**src/wk_regs.svh**
```systemverilog
// Register offsets, field positions, reset values and frame counts of the wake trim bank
`ifndef WK_REGS_SVH
`define WK_REGS_SVH

// ----------------------------------------
// Register offsets (7-bit serial address)
// ----------------------------------------
`define WK_ADDR_TRIM_LOW   7'h38
`define WK_ADDR_OPTIONS    7'h39
`define WK_ADDR_CAL_HIGH   7'h3a
`define WK_ADDR_CAL_LOW    7'h3b
`define WK_ADDR_CTRL_ONE   7'h3c
`define WK_ADDR_CTRL_TWO   7'h3d

// ----------------------------------------
// Field positions
// ----------------------------------------
`define WK_OPT_RX_BIT      7
`define WK_CTRL1_EN_BIT    0
`define WK_CTRL1_FILT_LSB  2
`define WK_CTRL2_CLK_LSB   0

// ----------------------------------------
// Reset values and unlock code
// ----------------------------------------
`define WK_CAL_RESET       8'h00
`define WK_CTRL1_RESET     8'h04
`define WK_CTRL2_RESET     8'h00
`define WK_TRIM_UNLOCK     2'h3

// ----------------------------------------
// Frame layout
// ----------------------------------------
`define WK_FRAME_BITS      5'h10
`define WK_ADDR_BITS       5'h08

`endif

```
**src/wk_pkg.sv**
```systemverilog
// Types shared by the wake trim register bank
package wk_pkg;
  typedef logic [6:0] wk_addr_t;
  typedef logic [7:0] wk_byte_t;
  // Recovery clock selections
  typedef enum logic [1:0] {
    WK_CLK_80M = 2'b00,
    WK_CLK_40M = 2'b01,
    WK_CLK_20M = 2'b10,
    WK_CLK_10M = 2'b11
  } wk_clk_sel_e;
endpackage

```
**src/wk_trim_cdr.sv**
```systemverilog
// Wake receive path trim, calibration and recovery control registers behind a 16-bit serial port
`timescale 1ns/1ns
`include "wk_regs.svh"
// What this block does
// - Trim bits 7:0 writable only when unlocked
// - Coarse trim at options 4:0, unlocked only
// - Trim bits 4:0 are monotonic fine steps
// - Options bit 7 picks wake receiver
// - Two read-only calibration bytes reset zero
// - Control one bit 0 enables recovery
// - Control two bits 1:0 pick clock
// - Reserved bits read zero, ignore writes
// - Reset clears options 7:5, keeps preset
module wk_trim_cdr
  import wk_pkg::*;
#(
  parameter logic [12:0] TRIM_PRESET = 13'h0000
) (
  // Clock and reset
  input  wire logic        mclk,
  input  wire logic        srst,
  input  wire logic        soft_rst,
  // Serial register port
  input  wire logic        spi_sclk,
  input  wire logic        spi_csn,
  input  wire logic        spi_sdi,
  output logic             spi_sdo,
  output logic             spi_sdo_oe_n,
  // Trim unlock field and calibration source
  input  wire logic [1:0]  trim_enable,
  input  wire logic [15:0] cal_result_in,
  // Controls toward oscillator and recovery
  output logic [12:0]      oscillator_tune_code,
  output logic             wake_receiver_choice,
  output logic             recovery_enable,
  output logic [1:0]       recovery_filter_choice,
  output wk_clk_sel_e      recovery_clock_choice,
  output logic [7:0]       calibration_result_high,
  output logic [7:0]       calibration_result_low
);

  // ----------------------------------------
  // Pin synchronisers
  // ----------------------------------------
  logic [2:0]  sclk_q;
  logic [2:0]  csn_q;
  logic [1:0]  sdi_q;
  logic [15:0] shift_in;
  logic [4:0]  bit_cnt;
  logic [7:0]  out_shift;

  // Reset images of the recovery control registers, so single fields can be picked
  localparam logic [7:0] CTRL1_RST = `WK_CTRL1_RESET;
  localparam logic [7:0] CTRL2_RST = `WK_CTRL2_RESET;

  // Two flops per pin, a third only for edge detection
  always_ff @(posedge mclk) begin
    sclk_q <= {sclk_q[1:0], spi_sclk};
    csn_q  <= {csn_q[1:0], spi_csn};
    sdi_q  <= {sdi_q[0], spi_sdi};
  end

  // Edge and frame decode
  wire       rst_any    = srst | soft_rst;
  wire       sel        = ~csn_q[1];
  wire       sclk_rise  = sel & sclk_q[1] & ~sclk_q[2];
  wire       sclk_fall  = sel & ~sclk_q[1] & sclk_q[2];
  wire       frame_end  = csn_q[1] & ~csn_q[2];
  wire [6:0] rd_addr    = shift_in[14:8];
  wire [6:0] wr_addr    = shift_in[6:0];
  wire [7:0] wr_data    = shift_in[15:8];
  wire       wr_commit  = frame_end & (bit_cnt == `WK_FRAME_BITS) & shift_in[7];
  wire       unlocked   = (trim_enable == `WK_TRIM_UNLOCK);
  wire       wr_trim    = wr_commit & (wr_addr == `WK_ADDR_TRIM_LOW) & unlocked;
  wire       wr_opt     = wr_commit & (wr_addr == `WK_ADDR_OPTIONS) & unlocked;
  wire       wr_ctrl1   = wr_commit & (wr_addr == `WK_ADDR_CTRL_ONE);
  wire       wr_ctrl2   = wr_commit & (wr_addr == `WK_ADDR_CTRL_TWO);
  wire       load_rd    = sclk_fall & (bit_cnt == `WK_ADDR_BITS);

  // ----------------------------------------
  // Read mux, reserved bits as zero
  // ----------------------------------------
  wire [7:0] rd_trim  = oscillator_tune_code[7:0];
  wire [7:0] rd_opt   = {wake_receiver_choice, 2'b00, oscillator_tune_code[12:8]};
  wire [7:0] rd_ctrl1 = {4'h0, recovery_filter_choice, 1'b0, recovery_enable};
  wire [7:0] rd_ctrl2 = {6'h00, recovery_clock_choice};
  wire [7:0] rd_data  =
    (rd_addr == `WK_ADDR_TRIM_LOW) ? rd_trim :
    (rd_addr == `WK_ADDR_OPTIONS)  ? rd_opt :
    (rd_addr == `WK_ADDR_CAL_HIGH) ? calibration_result_high :
    (rd_addr == `WK_ADDR_CAL_LOW)  ? calibration_result_low :
    (rd_addr == `WK_ADDR_CTRL_ONE) ? rd_ctrl1 :
    (rd_addr == `WK_ADDR_CTRL_TWO) ? rd_ctrl2 : 8'h00;

  // ----------------------------------------
  // Serial frame engine, LSB first
  // ----------------------------------------
  // Shift in on sampled rising edges, count bits per frame
  always_ff @(posedge mclk) begin
    if (srst || !sel) begin
      bit_cnt <= (srst || frame_end) ? 5'h00 : bit_cnt;
    end else if (sclk_rise) begin
      bit_cnt <= (bit_cnt == 5'h1f) ? bit_cnt : bit_cnt + 5'h01;
    end
    if (srst) begin
      shift_in <= 16'h0000;
    end else if (sclk_rise) begin
      shift_in <= {sdi_q[1], shift_in[15:1]};
    end
  end

  // Reply: zeros during address byte, then addressed register
  always_ff @(posedge mclk) begin
    if (srst || !sel) begin
      spi_sdo   <= 1'b0;
      out_shift <= 8'h00;
    end else if (load_rd) begin
      spi_sdo   <= rd_data[0];
      out_shift <= {1'b0, rd_data[7:1]};
    end else if (sclk_fall) begin
      spi_sdo   <= out_shift[0];
      out_shift <= {1'b0, out_shift[7:1]};
    end
  end

  // Output enable low while selected
  always_ff @(posedge mclk) begin
    if (srst) begin
      spi_sdo_oe_n <= 1'b1;
    end else begin
      spi_sdo_oe_n <= ~sel;
    end
  end

  // ----------------------------------------
  // Trim and receiver selection
  // ----------------------------------------
  // Fine steps sit in bits 4:0; the whole code drives the oscillator
  always_ff @(posedge mclk) begin
    if (rst_any) begin
      oscillator_tune_code <= TRIM_PRESET;
      wake_receiver_choice <= 1'b0;
    end else begin
      if (wr_trim) begin
        oscillator_tune_code[7:0] <= wr_data;
      end
      if (wr_opt) begin
        oscillator_tune_code[12:8] <= wr_data[4:0];
        wake_receiver_choice       <= wr_data[`WK_OPT_RX_BIT];
      end
    end
  end

  // ----------------------------------------
  // Calibration result capture
  // ----------------------------------------
  always_ff @(posedge mclk) begin
    if (rst_any) begin
      calibration_result_high <= `WK_CAL_RESET;
      calibration_result_low  <= `WK_CAL_RESET;
    end else begin
      calibration_result_high <= cal_result_in[15:8];
      calibration_result_low  <= cal_result_in[7:0];
    end
  end

  // ----------------------------------------
  // Recovery controls
  // ----------------------------------------
  always_ff @(posedge mclk) begin
    if (rst_any) begin
      recovery_enable        <= CTRL1_RST[`WK_CTRL1_EN_BIT];
      recovery_filter_choice <= CTRL1_RST[`WK_CTRL1_FILT_LSB +: 2];
      recovery_clock_choice  <= wk_clk_sel_e'(CTRL2_RST[`WK_CTRL2_CLK_LSB +: 2]);
    end else begin
      if (wr_ctrl1) begin
        recovery_enable        <= wr_data[`WK_CTRL1_EN_BIT];
        recovery_filter_choice <= wr_data[`WK_CTRL1_FILT_LSB +: 2];
      end
      if (wr_ctrl2) begin
        recovery_clock_choice <= wk_clk_sel_e'(wr_data[`WK_CTRL2_CLK_LSB +: 2]);
      end
    end
  end
endmodule

```
**config.mk**
```make
export PLATFORM = sky130hd
export DESIGN_NAME = wk_trim_cdr
export DESIGN_NICKNAME = d
export VERILOG_FILES = /design/src/wk_pkg.sv /design/src/wk_trim_cdr.sv
export VERILOG_INCLUDE_DIRS = /design/src
export SDC_FILE = /design/constraint.sdc
export NUM_CORES = 1
export LEC_CHECK = 0
export ABC_AREA = 1
export BUFFER_PORTS_ARGS = -buffer_cell sky130_fd_sc_hd__buf_2
export CAP_MARGIN = 20
export CORE_MARGIN = 2
export CORE_UTILIZATION = 58
export CTS_CLUSTER_SIZE = 40
export DETAILED_ROUTE_END_ITERATION = 8
export PLACE_DENSITY = 0.84
export SETUP_SLACK_MARGIN = 0.02
export SYNTH_ARGS = -nofsm -noshare
export SYNTH_HDL_FRONTEND = slang
export SYNTH_SLANG_ARGS = --single-unit
export TNS_END_PERCENT = 20
```
**constraint.sdc**
```tcl
create_clock -name mclk -period 2.7 [get_ports mclk]
set_input_delay 0.27 -clock mclk [delete_from_list [all_inputs] [get_ports mclk]]
set_output_delay 0.27 -clock mclk [all_outputs]
set_load 0.02 [all_outputs]
```
======== Word-level counts from Yosys, hierarchy flattened ========
Cells that the tools add are included.
cells by class
  $add $sub $neg .......................... 1
  eq/ne operators ......................... 16
  muxes and demuxes ....................... 14
  bitwise logic cells ..................... 19
  reduce and logical (&&, ||, !) cells .... 5
operators by type and width
  kind                                                  number
  equality test 7 x 6 -> 1 bit (second input constant)  10
  two-way mux 8 bit                                     4
  two-way mux 5 bit                                     4
  AND 1 bit                                             14
  two-way mux 7 bit                                     2
  equality test 5 bit (second input constant)           2
  adder 5 x 1 -> 5 bit (second input constant)          1
  equality test 5 x 4 -> 1 bit (second input constant)  1
  two-way mux 4 bit                                     1
  NOT 1 bit                                             4
  nonzero test 2 bit                                    2
  AND reduction 3 bit                                   1
  equality test 2 bit (second input constant)           1
  logical OR 1 bit                                      2
  two-way mux 1 bit                                     2
  two-way mux 2 bit                                     1
  != test 2 x 1 -> 1 bit (second input constant)        1
  != test 2 bit (second input constant)                 1
  OR 1 bit                                              1
storage, ports and cells
  flip-flop bits (word level) ............. 73
  bits of input ports ..................... 24

======== Logic depth before layout (Yosys ltp) ========
  depth in word-level cells ............... 8
  gate-level depth with buffers ........... 9
  depth with buffers taken out ............ 9

======== Worst setup path before layout ========
Ideal clock, no wire load.
  path kind ............................... register -> register
  start ................................... register bit_cnt[0]
  end ..................................... register bit_cnt[0], enable pin
  setup time .............................. 0.309 ns
  arrival time ............................ 1.254 ns
  slack ................................... 1.137 ns
  cell stages (with the launch flop) ...... 8
  path buffers ............................ 0
  period minus slack after synthesis ...... 1.563 ns
  cells stage by stage .................... edfxtp_1 > ha_1 > nand2_1 > nor2_1 > ha_1 > o21ai_0 > o22ai_1 > inv_1
on the way
  longest elaborated chain between the ends .. 3
ends and longest elaborated chain
  item                                  RTL line            text
  start, declared                       wk_trim_cdr.sv:49   logic [4:0] bit_cnt;
  start signal, assigned                wk_trim_cdr.sv:101  bit_cnt <= (srst || frame_end) ? 5'h00 : bit_cnt;
  start signal, assigned                wk_trim_cdr.sv:103  bit_cnt <= (bit_cnt == 5'h1f) ? bit_cnt : bit_cnt + 5'h01;
  equality test 5 bit                   wk_trim_cdr.sv:103
  != test 2 bit (no source line)        --
  AND reduction 3 bit (no source line)  --
Every way passes these cells.
A chain may end at the register's enable or synchronous reset.

======== Worst setup path after layout ========
  start ................................... register bit_cnt[0]
  end ..................................... register out_shift[6]
on the way
  longest elaborated chain between the ends .. 3
ends and longest elaborated chain
  item                                                            RTL line            text
  equality test 5 x 4 -> 1 bit (no source line) *                 --
  AND 1 bit *                                                     wk_trim_cdr.sv:78   wire load_rd = sclk_fall & (bit_cnt == `WK_ADDR_BITS);
  two-way mux 7 bit / nonzero test 2 bit (equally long branches)  --
  end signal, assigned                                            wk_trim_cdr.sv:119  out_shift <= {1'b0, rd_data[7:1]};
  end signal, assigned                                            wk_trim_cdr.sv:122  out_shift <= {1'b0, out_shift[7:1]};
  end, declared                                                   wk_trim_cdr.sv:50   logic [7:0] out_shift;
Mark *: on every way between the ends. The rest lies on a longest branch, timed or not.

==> summary.md <==
| Metric | Value |
|---|---|
| Vias | 2725 |
| Worst path max stage delay | 0.44 ns |
| Global route overflow | 0 |
| Rows | 26 |
| ANT cells | 0 |
| Worst reg-to-reg setup slack | 0.84 ns |
| RSZ-0062 raised after global routing | no |
| Setup-failing EPs final | 0 |
| Final WL | 7010 um |
| First-pass GRT wire length | 11800 um |
| Pin count of the biggest net entering global routing | 29 |
| Resized cells post-CTS | 0 |
| Clk_skew | 0.00684 ns |
| Vias per inst | 5.17 |
| Core Area | 5070 um^2 |
| Critical Path AT | 2.13 ns |
| Pint | 1.65 mW |
| DP HPWL | 5230 um |
| CTS tree | built |
| Layout Cells excl Fill | 527 |
| Gr usage total | 0.255 |
| DRC | 0 |
| Fin crit period | 1.86 ns |
| Routability cong. | 0.907 |
| Tot Pwr | 2.15 mW |
| Slew HR | 0.521 |
| Worst Tran Pin Value | 0.715 ns |
| Hold Path Stages | 1 |
| Area Overhead vs Synth | 17.9% |
| Post-layout util | 0.704 |
| Grt peak-use layer | met2 |
| CP dominant cell by count | a21oi_1 |
| Mapped Area | 3030 um^2 |
| Clock tree buffer depth | 2 |
| CTS Sinks | 73 |
| Remaining antenna violation count | 0 |
| Switch Pwr | 0.500 mW |
| Die area | 5820 um^2 |
| Critical path cell sequence | inv_1 -> ha_1 -> nand3_1 -> nor2_4 -> o21ai_0 -> a21oi_1 -> nand2_1 -> a21oi_1 |
| Placed cells | 511 |
| CTS Hold Bufs | 0 |
| PortBufs | 60 |
| Syn Inst Count | 389 |
| Cts bufs inserted | 9 |
| Clock power share | 0.397 |
| Worst setup margin | 0.837 ns |
| M3 GR Usage | 0.0545 |
| Initial Util | 0.597 |
| Warnings, synthesis | 0 |
| Slew Viols, Final | 0 |
| Final period util | 0.690 |
| Synth Register Bits | 73 |
| WHS Endpoint | sdi_q[0] |
| Pwr dens | 601 nW/um^2 |
| Worst setup EP type | register |
| Max cap viols | 0 |
| Post-CTS setup buffer count | 0 |
| Run status | finished, final reports clean |
| Min-delay src | spi_sdi |
| Synth cell types | 32 |
| DRT Pass-1 Iters | 5 |
| Maximum fanout along the worst path | 8 |
| Sequential share of power | 0.536 |
| Worst-path clk slew | 0.07 ns |
| Post-synthesis sequential area ratio | 0.499 |
| Synthesized area per cell | 7.79 um^2 |
| Fill count | 423 |
| Post-synth top area share | 0.449 |
| Die Height | 76.3 um |
| Sw Share | 0.233 |
| Reg-to-Reg End | out_shift[6] |
| Layout cell share with drive strength beyond 1 | 0.210 |
| Peak Freq | 537 MHz |
| Setup TNS | 0 ns |
| Slowest cell on crit path | edfxtp_1 |
| Hold WC Path Type | primary input to register |
| DR WL/cell | 13.3 um |
| Starting DRT DRC Count | 277 |
| Synth area leaders | dfxtp_1 45%, nor2_1 8.4%, inv_1 7.4% |
| Power share of the combinational group | 0.067 |
| Grt met1 use | 0.332 |
| M2 GR Usage | 0.413 |
| Final net count | 479 |
| H-tree levels | 3 |
| Critical path type | register to register |
| Final hold vios | 0 |
| Reg2Reg Depth | 8 |
| Clock latency at the later pin of the worst-skew pair | 0.34 ns |
| Maximum VDD drop | 0.000520 V |
| Number of global-route vias before repair | 2535 |
| Worst r2r src | bit_cnt[0] |
| Die W | 76.3 um |
| CP Launch Type | register |
| Cell taking the most area after synthesis | dfxtp_1 |
| Worst slack, placed | 0.860 ns |
| Initial antenna violation count | 0 |
| Ports | 61 |
| Root buf cell | clkbuf_8 |
| Pleak | 1.64 nW |
| Synthesized Nets | 416 |
| Worst endpoint required time | 2.97 ns |
[power by group through the flow]
stage	logic (mW)	registers (mW)	clock network (mW)
after detailed placement	0.143	1.18	0
after global routing	0.162	1.16	0.906
after floorplan	0.0819	1.18	0
final	0.145	1.15	0.853
after CTS	0.144	1.15	0.864
after global placement	0.139	1.17	0
[how the worst max path moves through the flow]
stage                     slack [ns]                         to  cells after the start        from
after floorplan                 1.14                 bit_cnt[0]                      7  bit_cnt[0]
after global placement          0.94    oscillator_tune_code[1]                      5        srst
after detailed placement        0.86  recovery_filter_choice[1]                      5        srst
after CTS                       0.88               out_shift[6]                      8  bit_cnt[0]
after global routing            0.68               out_shift[6]                      8  bit_cnt[0]
final                           0.84               out_shift[6]                      8  bit_cnt[0]
[area by class of cell]
class	instances	area, um^2	share of cell area
Multi-Input combinational cell	241	1210	0.339
Tap cell	70	87.6	0.0245
Inverter	64	240	0.0672
Clock inverter	3	40.0	0.0112
Timing Repair Buffer	63	323	0.0903
Sequential cell	73	1510	0.423
Clock buffer	13	159	0.0445
[flip-flops by register name, summed over array words and instances, names as in the netlist]
signal / cells
bit_cnt: 5
spi_sdo_oe_n: 1
sdi_q: 2
wake_receiver_choice: 1
oscillator_tune_code: 13
calibration_result_high: 8
recovery_filter_choice: 2
recovery_enable: 1
shift_in: 16
calibration_result_low: 8
csn_q: 3
sclk_q: 3
spi_sdo: 1
recovery_clock_choice: 2
out_shift: 7
[cell usage after synthesis]
master,n
dfxtp_1,68
nor2_1,68
inv_1,60
nand2_1,49
nand3_1,33
a21oi_1,30
o21ai_0,28
a211oi_1,7
clkbuf_1,6
edfxtp_1,5
ha_1,3
inv_2,3
nor2_4,3
a211oi_2,2
buf_2,2
buf_4,2
nand2_2,2
nor2_2,2
nor3_2,2
o22ai_1,2
buf_12,1
clkinv_1,1
nand2_4,1
nand3_2,1
nand4_1,1
nor2_8,1
nor3_1,1
nor3b_2,1
nor4_4,1
o2111ai_1,1
o211ai_1,1
o221ai_1,1
[through the flow]
| stage | cell area (um^2) | hold WS, ns |
|---|---|---|
| CTS | 3570 | 0.0122 |
| finish | 3570 | 0.0212 |
| global placement | 3370 | 0.310 |
| floorplan | 3030 | 0.298 |
| global route | 3570 | 0.0211 |
| detailed placement | 3370 | 0.314 |
[logic make-up after synthesis]
family,Yosys count,share of synthesized area
AOI/OAI and AO/OA,72,0.134
and+or+nand+nor,166,0.254
adders and majority gates,3,0.0124
buffers and inverters,75,0.102
DFF,73,0.499
[per-layer routing]
metal / wire (um) / share of wire / vias to the layer above
li1: - / - / 1372
met1: 2980 / 0.42 / 1240
met2: 3420 / 0.49 / 107
met3: 544 / 0.078 / 6
met4: 72 / 0.010 / 0
met5: 0 / 0 / -
[worst max-delay path, delay by kind of cell (launching register included)]
kind | cells | cell delay [ns]
compound gates | 3 | 0.49
fa+ha+maj | 1 | 0.18
buf+inv | 1 | 0.08
flops | 1 | 0.44
simple gates | 3 | 0.59
[cells in the final DEF (no fill, tap or decap), types with 2 or more instances in the layout]
| master | instances |
|---|---|
| nand2_1 | 49 |
| clkinv_2 | 2 |
| nor2_1 | 68 |
| clkbuf_8 | 11 |
| a21oi_1 | 30 |
| dfxtp_1 | 68 |
| clkbuf_1 | 2 |
| buf_4 | 3 |
| o22ai_1 | 2 |
| nor2_4 | 3 |
| a211oi_2 | 2 |
| edfxtp_1 | 5 |
| nand3_1 | 33 |
| ha_1 | 3 |
| nor2_2 | 2 |
| a211oi_1 | 7 |
| o21ai_0 | 28 |
| inv_2 | 3 |
| buf_2 | 60 |
| inv_1 | 60 |
| nand2_2 | 2 |
| nor3_2 | 2 |
Power figures use the tool's default switching activity.
